### src/shared/sysio_pkg.sv
// package: item codes, field positions, reset values and timing for the system i/o bank
package sysio_pkg;

    // clock and timing
    localparam int CLK_PERIOD_PS = 10000;
    localparam int RST_PULSE_NS = 1000;
    localparam int RST_PULSE_CYCLES = (RST_PULSE_NS * 1000 + CLK_PERIOD_PS - 1) / CLK_PERIOD_PS;

    // item selector of the access port
    localparam logic [3:0] ITEM_ALARM_CFG = 4'h0;
    localparam logic [3:0] ITEM_FRONT_IN = 4'h1;
    localparam logic [3:0] ITEM_FRONT_OUT = 4'h2;
    localparam logic [3:0] ITEM_RESET_CFG = 4'h3;
    localparam logic [3:0] ITEM_MAINS_FREQ = 4'h4;
    localparam logic [3:0] ITEM_SUPPLY_HEALTH = 4'h5;
    localparam logic [3:0] ITEM_FAN_HEALTH = 4'h6;
    localparam logic [3:0] ITEM_MODEL_STR = 4'h7;
    localparam logic [3:0] ITEM_FW_STR = 4'h8;

    // alarm output configuration fields
    localparam int ALARM_EN_BIT = 0;
    localparam int ALARM_ALWAYS_BIT = 1;
    localparam int ALARM_OVV_BIT = 2;
    localparam int ALARM_OVC_BIT = 3;
    localparam int ALARM_UNV_BIT = 4;
    localparam int ALARM_TRIP_BIT = 5;
    localparam int ALARM_CTRL_W = 6;
    localparam int ALARM_MASK_LSB = 8;
    localparam logic [15:0] ALARM_CFG_RESET = 16'h0000;

    // reset routing configuration fields
    localparam int RST_CPU_FAIL_BIT = 0;
    localparam int RST_FRONT_BP_BIT = 2;
    localparam int RST_FRONT_CPU_BIT = 3;
    localparam logic [15:0] RESET_CFG_RESET = 16'h0032;

    // front output word fields
    localparam int FOUT_FAN_BIT = 8;
    localparam int FOUT_OVT_BIT = 9;

    // signed health and frequency codes
    localparam logic [15:0] CODE_FAIL = 16'hffff;
    localparam logic [15:0] CODE_ABSENT = 16'h0000;
    localparam logic [15:0] CODE_GOOD = 16'h0001;
    localparam logic [15:0] FREQ_50 = 16'h0000;
    localparam logic [15:0] FREQ_60 = 16'h0001;
    localparam logic [15:0] FREQ_400 = 16'h0002;
    localparam logic [1:0] FSEL_50 = 2'h0;
    localparam logic [1:0] FSEL_60 = 2'h1;
    localparam logic [1:0] FSEL_400 = 2'h2;

    // health slots: ac, primary, add-on 0..2
    localparam int ADDON_COUNT = 3;
    localparam int HEALTH_SLOTS = 2 + ADDON_COUNT;
    localparam int STR_CHARS = 16;

    // front-panel input pins
    typedef struct packed {
        logic nim_sel;
        logic local_enable;
        logic remote_enable;
        logic interlock;
        logic kill;
        logic current_setpoint_sel;
        logic voltage_setpoint_sel;
    } sysio_front_in_type;

    // front-panel output conditions
    typedef struct packed {
        logic over_temperature_flag;
        logic fan_fail;
        logic channel_on_flag;
        logic over_voltage_flag;
        logic under_voltage_flag;
        logic over_current_flag;
    } sysio_front_out_type;

    // alarm causes
    typedef struct packed {
        logic trip;
        logic under_voltage_cause;
        logic over_current_cause;
        logic over_voltage_cause;
    } sysio_cause_type;

    // supply, fan and mains monitors
    typedef struct packed {
        logic [ADDON_COUNT-1:0] addon_present;
        logic [ADDON_COUNT-1:0] addon_good;
        logic primary_good;
        logic ac_good;
        logic fan_good;
        logic mains_fail;
        logic [1:0] mains_sel;
    } sysio_health_type;

    // access port request
    typedef struct packed {
        logic req;
        logic wr;
        logic [3:0] item;
        logic [3:0] index;
        logic [15:0] wdata;
    } sysio_req_type;

endpackage : sysio_pkg

### src/sysio_bank.sv
// system i/o status and configuration bank with alarm and reset routing
`timescale 1ns/100ps
module sysio_bank
    import sysio_pkg::*;
#(
    // identification strings, first character in the top byte; values arbitrary
    parameter logic [8*STR_CHARS-1:0] MODEL_TEXT = {"MODEL-A", 72'h0},
    parameter logic [8*STR_CHARS-1:0] FW_TEXT = {"0.00.00", 72'h0},
    parameter int RESET_PULSE = RST_PULSE_CYCLES
) (
    input wire logic mclk,
    input wire logic arst_n,
    input wire sysio_req_type acc,
    output logic acc_ack_r,
    output logic [15:0] acc_rdata_r,
    input wire sysio_front_in_type front_in,
    input wire sysio_front_out_type front_out,
    input wire sysio_cause_type causes,
    input wire sysio_health_type health,
    input wire logic cpu_fail,
    input wire logic front_reset_in,
    output logic alarm_output_r,
    output logic backplane_reset_r,
    output logic cpu_reset_r
);

    localparam int FIN_W = $bits(sysio_front_in_type);
    localparam int FOUT_W = $bits(sysio_front_out_type);
    localparam int CAUSE_W = $bits(sysio_cause_type);
    localparam int HEALTH_W = $bits(sysio_health_type);
    localparam int SYNC_W = FIN_W + FOUT_W + CAUSE_W + HEALTH_W + 2;
    localparam logic [15:0] PULSE_LOAD = 16'(RESET_PULSE);

    // synchronised pin images
    logic [SYNC_W-1:0] sync_vec;
    sysio_front_in_type fin_s;
    sysio_front_out_type fout_s;
    sysio_cause_type cause_s;
    sysio_health_type health_s;
    logic cpu_fail_s;
    logic front_reset_s;

    // every pin crosses two flops before any logic looks at it
    sysio_sync #(
        .WIDTH(SYNC_W)
    ) u_sync (
        .mclk(mclk),
        .arst_n(arst_n),
        .async_in({front_in,
            front_out,
            causes,
            health,
            cpu_fail,
            front_reset_in}),
        .sync_out(sync_vec)
    );

    // unpack in the same order as the concatenation above
    assign {fin_s,
        fout_s,
        cause_s,
        health_s,
        cpu_fail_s,
        front_reset_s} = sync_vec;

    // configuration storage
    logic [ALARM_CTRL_W-1:0] alarm_ctrl_r;
    logic [ALARM_CTRL_W-1:0] alarm_ctrl_nxt;
    logic [15:0] reset_cfg_r;
    logic alarm_wr;
    logic reset_wr;

    assign alarm_wr = acc.req && acc.wr && (acc.item == ITEM_ALARM_CFG);
    assign reset_wr = acc.req && acc.wr && (acc.item == ITEM_RESET_CFG);

    // masked write: a control bit moves only where its mask bit is one
    // a write with every mask bit clear is legal and leaves the word untouched
    always_comb begin
        alarm_ctrl_nxt = alarm_ctrl_r;
        if (alarm_wr) begin
            for (int i = 0; i < ALARM_CTRL_W; i++) begin
                if (acc.wdata[ALARM_MASK_LSB + i]) begin
                    alarm_ctrl_nxt[i] = acc.wdata[i];
                end
            end
        end
    end

    // alarm configuration register; mask and unused bits are never kept
    always_ff @(posedge mclk or negedge arst_n) begin
        if (!arst_n) begin
            alarm_ctrl_r <= ALARM_CFG_RESET[ALARM_CTRL_W-1:0];
        end else begin
            alarm_ctrl_r <= alarm_ctrl_nxt;
        end
    end

    // reset routing register is stored as written; only bits 0, 2, 3 act
    // bits 1, 4 and 5 are not checked here; software is trusted to keep them set
    always_ff @(posedge mclk or negedge arst_n) begin
        if (!arst_n) begin
            reset_cfg_r <= RESET_CFG_RESET;
        end else if (reset_wr) begin
            reset_cfg_r <= acc.wdata;
        end
    end

    // alarm output: master enable gates the forced level and the selected causes
    logic cause_hit;
    assign cause_hit = (alarm_ctrl_r[ALARM_OVV_BIT] && cause_s.over_voltage_cause)
        || (alarm_ctrl_r[ALARM_OVC_BIT] && cause_s.over_current_cause)
        || (alarm_ctrl_r[ALARM_UNV_BIT] && cause_s.under_voltage_cause)
        || (alarm_ctrl_r[ALARM_TRIP_BIT] && cause_s.trip);

    always_ff @(posedge mclk or negedge arst_n) begin
        if (!arst_n) begin
            alarm_output_r <= 1'b0;
        end else begin
            alarm_output_r <= alarm_ctrl_r[ALARM_EN_BIT]
                && (alarm_ctrl_r[ALARM_ALWAYS_BIT] || cause_hit);
        end
    end

    // edge detectors on the already synchronised fault and reset levels
    // a level held high fires once, so a stuck pin cannot hold the backplane in reset
    logic cpu_fail_d_r;
    logic front_reset_d_r;
    logic cpu_fail_rise;
    logic front_reset_rise;

    always_ff @(posedge mclk or negedge arst_n) begin
        if (!arst_n) begin
            cpu_fail_d_r <= 1'b0;
            front_reset_d_r <= 1'b0;
        end else begin
            cpu_fail_d_r <= cpu_fail_s;
            front_reset_d_r <= front_reset_s;
        end
    end

    assign cpu_fail_rise = cpu_fail_s && !cpu_fail_d_r;
    assign front_reset_rise = front_reset_s && !front_reset_d_r;

    // reset pulse timers; a new trigger restarts the full pulse width
    logic [15:0] bp_cnt_r;
    logic [15:0] cpu_cnt_r;
    logic bp_trig;
    logic cpu_trig;

    assign bp_trig = (cpu_fail_rise && reset_cfg_r[RST_CPU_FAIL_BIT])
        || (front_reset_rise && reset_cfg_r[RST_FRONT_BP_BIT]);
    assign cpu_trig = front_reset_rise && reset_cfg_r[RST_FRONT_CPU_BIT];

    always_ff @(posedge mclk or negedge arst_n) begin
        if (!arst_n) begin
            bp_cnt_r <= 16'h0000;
        end else if (bp_trig) begin
            bp_cnt_r <= PULSE_LOAD;
        end else if (bp_cnt_r != 16'h0000) begin
            bp_cnt_r <= bp_cnt_r - 16'h0001;
        end
    end

    always_ff @(posedge mclk or negedge arst_n) begin
        if (!arst_n) begin
            cpu_cnt_r <= 16'h0000;
        end else if (cpu_trig) begin
            cpu_cnt_r <= PULSE_LOAD;
        end else if (cpu_cnt_r != 16'h0000) begin
            cpu_cnt_r <= cpu_cnt_r - 16'h0001;
        end
    end

    // reset outputs are registered so they never glitch on the backplane;
    // the trigger cycle is the first of the pulse, so the output drops when the counter reaches one
    always_ff @(posedge mclk or negedge arst_n) begin
        if (!arst_n) begin
            backplane_reset_r <= 1'b0;
        end else begin
            backplane_reset_r <= bp_trig || (bp_cnt_r > 16'h0001);
        end
    end

    // processor reset pulse, same width and timing as the backplane one
    always_ff @(posedge mclk or negedge arst_n) begin
        if (!arst_n) begin
            cpu_reset_r <= 1'b0;
        end else begin
            cpu_reset_r <= cpu_trig || (cpu_cnt_r > 16'h0001);
        end
    end

    // status words built from synchronised pins
    logic [15:0] front_in_word;
    logic [15:0] front_out_word;
    logic [15:0] mains_code;
    logic [15:0] fan_code;
    logic [15:0] health_code [HEALTH_SLOTS];

    assign front_in_word = {9'h000,
        fin_s.nim_sel,
        fin_s.local_enable,
        fin_s.remote_enable,
        fin_s.interlock,
        fin_s.kill,
        fin_s.current_setpoint_sel,
        fin_s.voltage_setpoint_sel};

    assign front_out_word = {6'h00,
        fout_s.over_temperature_flag,
        fout_s.fan_fail,
        4'h0,
        fout_s.channel_on_flag,
        fout_s.over_voltage_flag,
        fout_s.under_voltage_flag,
        fout_s.over_current_flag};

    // mains frequency code; an unknown selector counts as a failure
    always_comb begin
        mains_code = CODE_FAIL;
        if (!health_s.mains_fail) begin
            case (health_s.mains_sel)
                FSEL_50: mains_code = FREQ_50;
                FSEL_60: mains_code = FREQ_60;
                FSEL_400: mains_code = FREQ_400;
                default: mains_code = CODE_FAIL;
            endcase
        end
    end

    assign fan_code = health_s.fan_good ? CODE_GOOD : CODE_FAIL;

    // ac and primary are always fitted; add-on slots may be empty
    assign health_code[0] = health_s.ac_good ? CODE_GOOD : CODE_FAIL;
    assign health_code[1] = health_s.primary_good ? CODE_GOOD : CODE_FAIL;
    genvar s;
    generate
        for (s = 0; s < ADDON_COUNT; s = s + 1) begin : g_addon
            assign health_code[2 + s] = !health_s.addon_present[s] ? CODE_ABSENT
                : (health_s.addon_good[s] ? CODE_GOOD : CODE_FAIL);
        end
    endgenerate

    // one character per read, index 0 is the first character
    function automatic logic [15:0] sysio_char(input logic [8*STR_CHARS-1:0] text, input logic [3:0] idx);
        logic [7:0] ch;
        ch = text[8*(STR_CHARS-1-int'(idx)) +: 8];
        return {8'h00, ch};
    endfunction : sysio_char

    // read multiplexer; unknown items and out-of-range slots read zero
    logic [15:0] rd_word;
    always_comb begin
        rd_word = 16'h0000;
        case (acc.item)
            ITEM_ALARM_CFG: rd_word = {10'h000, alarm_ctrl_r};
            ITEM_FRONT_IN: rd_word = front_in_word;
            ITEM_FRONT_OUT: rd_word = front_out_word;
            ITEM_RESET_CFG: rd_word = reset_cfg_r;
            ITEM_MAINS_FREQ: rd_word = mains_code;
            ITEM_SUPPLY_HEALTH: begin
                if (int'(acc.index) < HEALTH_SLOTS) begin
                    rd_word = health_code[int'(acc.index)];
                end
            end
            ITEM_FAN_HEALTH: rd_word = fan_code;
            ITEM_MODEL_STR: rd_word = sysio_char(MODEL_TEXT, acc.index);
            ITEM_FW_STR: rd_word = sysio_char(FW_TEXT, acc.index);
            default: rd_word = 16'h0000;
        endcase
    end

    // every request, read or write, is answered one cycle later
    always_ff @(posedge mclk or negedge arst_n) begin
        if (!arst_n) begin
            acc_ack_r <= 1'b0;
        end else begin
            acc_ack_r <= acc.req;
        end
    end

    // read data stands only beside the answer to a read; zero at other times
    always_ff @(posedge mclk or negedge arst_n) begin
        if (!arst_n) begin
            acc_rdata_r <= 16'h0000;
        end else if (acc.req && !acc.wr) begin
            acc_rdata_r <= rd_word;
        end else begin
            acc_rdata_r <= 16'h0000;
        end
    end

endmodule : sysio_bank

### src/sysio_sync.sv
// two-flop synchroniser for a vector of asynchronous pins
`timescale 1ns/100ps
module sysio_sync #(
    parameter int WIDTH = 8
) (
    input wire logic mclk,
    input wire logic arst_n,
    input wire logic [WIDTH-1:0] async_in,
    output logic [WIDTH-1:0] sync_out
);

    // one two-stage chain per bit; only the second stage is read outside
    genvar g;
    generate
        for (g = 0; g < WIDTH; g = g + 1) begin : g_bit
            logic meta_r;
            logic stable_r;
            always_ff @(posedge mclk or negedge arst_n) begin
                if (!arst_n) begin
                    meta_r <= 1'b0;
                    stable_r <= 1'b0;
                end else begin
                    meta_r <= async_in[g];
                    stable_r <= meta_r;
                end
            end
            assign sync_out[g] = stable_r;
        end
    endgenerate

endmodule : sysio_sync
### config.mk
export PLATFORM = sky130hd
export DESIGN_NAME = sysio_bank
export DESIGN_NICKNAME = d
export VERILOG_FILES = /design/src/shared/sysio_pkg.sv /design/src/sysio_bank.sv /design/src/sysio_sync.sv
export SDC_FILE = /design/constraint.sdc
export NUM_CORES = 1
export LEC_CHECK = 0
export ABC_AREA = 0
export BUFFER_PORTS_ARGS = -buffer_cell sky130_fd_sc_hd__buf_4
export CAP_MARGIN = 25
export CORE_MARGIN = 2
export CORE_UTILIZATION = 57
export CTS_CLUSTER_DIAMETER = 30
export DETAILED_ROUTE_END_ITERATION = 12
export PLACE_DENSITY = 0.88
export SYNTH_ARGS = -nofsm -noshare
export SYNTH_HDL_FRONTEND = slang
export SYNTH_SLANG_ARGS = --single-unit
### constraint.sdc
create_clock -name mclk -period 2.2 [get_ports mclk]
set_clock_uncertainty 0.1 [all_clocks]
set_input_delay 0.11 -clock mclk [delete_from_list [all_inputs] [get_ports mclk]]
set_output_delay 0.11 -clock mclk [all_outputs]
set_load 0.05 [all_outputs]
Yosys cells after proc, flatten, opt, wreduce, memory -nomap -nowiden
Cells that the tools add are included.
{"block": "classes", "reduce_logical": 36, "bitwise": 1, "mux": 21, "n_lt_le_gt_ge": 4, "n_shift": 2, "div_mod_pow": 0, "n_addsub": 3, "n_eq_ne": 10, "n_mul": 0}
{"cell": "two-way mux 16 bit", "n": 18}
{"cell": "indexed part select 128 x 8 -> 8 bit (first input constant)", "n": 2}
{"cell": "case mux 16 bit (9 select lines)", "n": 1}
{"cell": "binary-select mux 16 bit (select 3 bit)", "n": 1}
{"cell": "case mux 16 bit (3 select lines)", "n": 1}
{"cell": ">= comparator 32 x 4 -> 1 bit (second input constant)", "n": 1}
{"cell": "greater-than comparator 16 x 1 -> 1 bit (second input constant)", "n": 2}
{"cell": "NOT 4 -> 32 bit", "n": 1}
{"cell": "nonzero test 16 bit", "n": 2}
{"cell": "subtractor 16 x 1 -> 16 bit (second input constant)", "n": 2}
{"cell": "equality test 4 x 3 -> 1 bit (second input constant)", "n": 4}
{"cell": "logical AND 1 bit", "n": 14}
{"cell": "AND reduction 2 bit", "n": 6}
{"cell": "equality test 4 x 2 -> 1 bit (second input constant)", "n": 2}
{"cell": "logical OR 1 bit", "n": 7}
{"cell": "subtractor 4 x 4 -> 5 bit (first input constant)", "n": 1}
{"cell": "equality test 4 x 1 -> 1 bit (second input constant)", "n": 1}
{"cell": "equality test 4 bit (second input constant)", "n": 1}
{"cell": "zero test 4 bit", "n": 1}
{"cell": "< comparator 4 x 3 -> 1 bit (second input constant)", "n": 1}
{"cell": "nonzero test 2 bit", "n": 2}
{"cell": "zero test 1 bit", "n": 3}
{"cell": "equality test 2 x 1 -> 1 bit (second input constant)", "n": 1}
{"cell": "equality test 2 bit (second input constant)", "n": 1}
{"cell": "zero test 2 bit", "n": 1}
{"block": "totals", "memories": 0, "latchBits": 0, "regBits": 138, "ram_bits": 0, "romBits": 0}

Depth between registers and ports, before layout
{"block": "logic_depth", "depth_word": 8, "mapped_depth": 8, "mapped_depth_nobuf": 7}

Modules after synthesis
From an unflattened synthesis, not the netlist that was laid out.
{"block": "unflattened", "hier_cells": 472, "hier_area_um2": 5741.8}
{"module": "sysio_bank", "area_each_um2": 3957.5, "seq_area_each_um2": 1905.6, "cells_each": 379, "n_inst": 1}
{"module": "sysio_sync", "area_each_um2": 1784.2, "seq_area_each_um2": 1551.5, "cells_each": 93, "n_inst": 1}

Least setup slack after synthesis
Ideal clock, no wire load.
{"block": "synth_path", "path_type": "register to register", "from": "register cpu_cnt_r[0]", "to": "register cpu_cnt_r[11]", "arrival_ns": 1.755, "required_time_ns": 1.968, "setup_time_ns": 0.132, "setup_slack_ns": 0.213, "path_stages_with_launch": 8, "cell_sequence": "dfrtp_1 > inv_1 > ha_1 > or4b_2 > nor3_1 > nor3_1 > xnor2_1 > nor2_1"}
{"block": "synth_via", "elab_chain_cells": 3, "word_cells_on_any_way": 5, "cone_classes": "1 x add/sub; 2 x mux; 2 x reduce/logical"}
{"item": "start, declared", "line_no": "sysio_bank.sv:146", "source": "logic [15:0] cpu_cnt_r;"}
{"item": "start signal, assigned", "line_no": "sysio_bank.sv:170", "source": "cpu_cnt_r <= cpu_cnt_r - 16'h0001;"}
{"item": "subtractor 16 x 1 -> 16 bit", "line_no": "sysio_bank.sv:170"}
{"item": "two-way mux 16 bit", "line_no": "sysio_bank.sv:169", "source": "end else if (cpu_cnt_r != 16'h0000) begin"}
{"item": "two-way mux 16 bit", "line_no": "sysio_bank.sv:167", "source": "end else if (cpu_trig) begin"}
Parallel ways exist; a longest one is shown, timed or not. The select of a mux whose other input is x is not followed.
A chain may end at the register's enable or synchronous reset.

Worst setup path in the final report
{"block": "layout_path", "from": "register cpu_cnt_r[10]", "to": "register cpu_cnt_r[14]"}
The elaborated chain is that of the path after synthesis.

==> impl_table.tex <==
\begin{tabular}{lr}
\hline
Metric & Value \\
\hline
\multicolumn{2}{l}{\textbf{Global routing}} \\
Wire length of the first global-routing pass & 22,790 um \\
Pin count of the biggest net entering global routing & 56 \\
Vias in the first global route & 4,545 \\
Leftover overflow at the end of global routing & 0 \\
Global routing usage on met1 & 34.67\% \\
Fraction of met3 tracks used by global routing & 5.677\% \\
Combined global-route utilization of all metal layers & 29.63\% \\
Most utilized layer in the global route result & met2 \\
Antenna violations before repair & 0 \\
Met2 GRT Util & 52.63\% \\
\multicolumn{2}{l}{\textbf{Timing}} \\
Final-report hold violation count & 0 \\
Smallest setup slack after layout & 0.09257 ns \\
Worst hold slack after final layout & 0.02459 ns \\
Post-layout minimum cycle time & 2.107 ns \\
Period utilization & 95.79\% \\
F\_max & 474.5 MHz \\
Remaining max-slew budget at the tightest pin & 49.96\% \\
Unrepaired setup endpoints after global routing & yes \\
Transition time at the pin with the least slew margin & 0.7507 ns \\
Slew Viols, Final & 0 \\
Final Setup Violations & 0 \\
\multicolumn{2}{l}{\textbf{Drt}} \\
Total via count after detailed routing & 4,241 \\
WL final & 14,490 um \\
Iter 0 DRT Violations & 344 \\
Number of remaining DRC errors & 0 \\
DR pass1 iterations & 5 \\
DR vias/cell & 5.786 \\
Routed wire length per instance & 19.76 um \\
Number of nets with antenna violations after detailed routing & 0 \\
\multicolumn{2}{l}{\textbf{Pwr}} \\
Switching share of power & 30.16\% \\
Proportion of power drawn by combinational gates & 21.6\% \\
Proportion of power drawn by flip-flops and latches & 41.9\% \\
Total power per unit cell area & 1045 mW/mm\^{}2 \\
Power after layout & 0.007844 W \\
Switching power total & 0.002366 W \\
Part of the power in the clock network & 36.4\% \\
Leakage & 3.380 nW \\
Largest vdd supply drop & 0.8405 mV \\
Internal power summed over all cells & 0.005478 W \\
\multicolumn{2}{l}{\textbf{Logic synthesis}} \\
Synth warn & 0 \\
Leading area contributor after synthesis & dfrtp\_1 \\
Syn nets & 504 \\
Main flop type after synthesis & dfrtp\_1 \\
Post-synth ARST share & 100.0\% \\
Post-Synthesis Cells & 441 \\
Mean instance size in the synthesized netlist & 12.49 um\^{}2 \\
Most frequent cell after synthesis & dfrtp\_1 \\
Sequential-to-total area share from yosys stat & 62.75\% \\
Flip-flop and latch count after synthesis & 138 \\
Number of synthesized flops with an enable pin & 0 \\
Yosys top cell area share & 61.32\% \\
Count of unique library cells instantiated by Yosys & 62 \\
Largest cells by area after synthesis & dfrtp\_1 (61\%), mux2\_2 (6.1\%), a21oi\_1 (3.1\%), xnor2\_1 (2.7\%), nor2\_1 (2.5\%) \\
Leading cell types by count after synthesis & dfrtp\_1 (135), nor2\_1 (37), a21oi\_1 (34), mux2\_2 (30), nand2\_1 (30) \\
Post-synth design cell area & 0.005509 mm\^{}2 \\
\multicolumn{2}{l}{\textbf{Critical path}} \\
Critical-path maximum fanout & 4 \\
Startpoint kind of the worst setup timing path & flip-flop \\
CP Cell Sequence & or4\_1 -> nor2\_1 -> nor4b\_1 -> xnor2\_1 -> nor2\_1 \\
Worst Path Required & 2.50 ns \\
Worst path buffer plus inverter count & 0 \\
Signal arrival time at the worst endpoint & 2.41 ns \\
Most Frequent Cell on Critical Path & nor2\_1 \\
Delay-heaviest family, CP & simple AND/OR/NAND/NOR gates \\
Critical Setup Path Class & flip-flop to flip-flop \\
Critical Path End Type & flip-flop \\
Slowest stage cell on the critical path & or4\_1 \\
Largest stage delay, worst path & 0.63 ns \\
\multicolumn{2}{l}{\textbf{Floorplan}} \\
Initial standard-cell utilization of the core & 59.06\% \\
CORE AREA & 0.009328 mm\^{}2 \\
Ports & 79 \\
Die area & 0.01047 mm\^{}2 \\
Rows & 35 \\
Width of the chip & 102.3 um \\
Die outline height & 102.3 um \\
\multicolumn{2}{l}{\textbf{Place}} \\
Final GP Congestion & 0.8367 \\
HPWL after detailed placement & 7994 um \\
Placed cells & 643 \\
PortBufs & 78 \\
Placed standard-cell area & 0.006312 mm\^{}2 \\
Setup Slack @ Placement & 0.09983 ns \\
\multicolumn{2}{l}{\textbf{Layout}} \\
Final std cell area, no fill & 0.007508 mm\^{}2 \\
Proportion of layout cells with a drive suffix above 1 & 28.64\% \\
Net total in the final layout & 654 \\
Area delta synth->final & 36.29\% \\
Final cell count without fillers & 733 \\
Antenna diode count & 0 \\
\multicolumn{2}{l}{\textbf{Clocking}} \\
Clock transition at the registers of the reported paths & 0.06 ns \\
Count of clock tree sinks & 138 \\
H-tree level count & 4 \\
Clock buffers created by TritonCTS & 17 \\
Clock latency at the later pin of the worst-skew pair & 0.53 ns \\
Clock tree from TritonCTS & yes \\
Maximum count of clock buffers along a single path & 2 \\
Root cell of the clock tree & clkbuf\_8 \\
\multicolumn{2}{l}{\textbf{Status}} \\
Result of the run & finished clean \\
\multicolumn{2}{l}{\textbf{Worst hold path}} \\
Min-delay worst type & input pin to flip-flop \\
\multicolumn{2}{l}{\textbf{Run}} \\
Total of max-cap violations & 0 \\
\hline
\end{tabular}
layout make-up:
class	count	area, um^2
sequential	138	3457
multi-input combinational	273	1938
fill	476	1819
timing repair buffer	152	1324
clock buffer	22	452.9
tap	129	161.4
clock inverter	10	141.4
inverter	9	33.78
registers in the layout (all words and copies together), names as in the netlist, 6 cells and up:
name	cells
bp_cnt_r	16
reset_cfg_r	16
u_sync.g_bit.meta_r	31
acc_rdata_r	16
u_sync.g_bit.stable_r	31
cpu_cnt_r	16
alarm_ctrl_r	6
cell families after synthesis:
family,after synthesis,synth area share [%]
AND/OR/NAND/NOR,132,12.92
buffers and inverters,30,2.453
multiplexers,35,7.495
XOR/XNOR,22,3.498
AO/OA/AOI/OAI,80,9.970
flip-flops,138,62.75
adder cells (fa/ha/maj),4,0.9085
per-stage QoR:
stage                     utilization, %  setup TNS, ns
final                              80.50              0
after global routing               80.50       -0.02281
after CTS                          80.27              0
after detailed placement           67.67              0
after global placement             67.67              0
after floorplan                        -              0
power by group through the flow:
| stage | Combinational [W] | Clock [W] | Sequential (W) |
|---|---|---|---|
| floorplan | 0.00103 | 0 | 0.00322 |
| global placement | 0.00141 | 0 | 0.00325 |
| detailed placement | 0.00151 | 0 | 0.00328 |
| CTS | 0.00164 | 0.00286 | 0.00325 |
| global route | 0.00184 | 0.00300 | 0.00333 |
| finish | 0.00170 | 0.00286 | 0.00329 |
cell usage in the layout, fill, tap and decap left out, drive strengths merged, types with 8 or more instances in the layout:
master	instances
dfrtp	135
buf	94
dlygate4sd3	58
nor2	38
a21oi	35
mux2	30
nand2	30
clkbuf	22
xnor2	17
nor3	11
inv	10
nand3	8
tightest hold or removal path, cell delays in order:
cell and delay, ns:
buf_4 0.15, o22ai_1 0.10, a22oi_1 0.14, a21oi_1 0.10
layer usage:
layer,wire length [um],share of wire (%)
met2,7792,54
met3,808,5.6
met4,493,3.4
met5,0,0
met1,5392,37
path summary, 6_finish.rpt:
check,from,to,slack [ns],depth (start not counted)
min in group asynchronous,arst_n,reset_cfg_r[6],0.09,2
hold reg to reg,u_sync.g_bit[17].meta_r,u_sync.g_bit[17].stable_r,0.24,0
hold / removal,acc[18],acc_rdata_r[2],0.02,4
setup / recovery,cpu_cnt_r[10],cpu_cnt_r[14],0.09,5
max in group asynchronous,arst_n,reset_cfg_r[1],1.21,3
setup reg to reg,cpu_cnt_r[10],cpu_cnt_r[14],0.09,5
what timing repair did:
action                                 in CTS  in global routing
setup buffers                               0                  0
setup endpoints to repair                   0                  7
hold buffers                               58                  0
gates resized for setup                     0                  4
endpoints found under the hold margin     113                  0
Power figures use the tool's default switching activity.
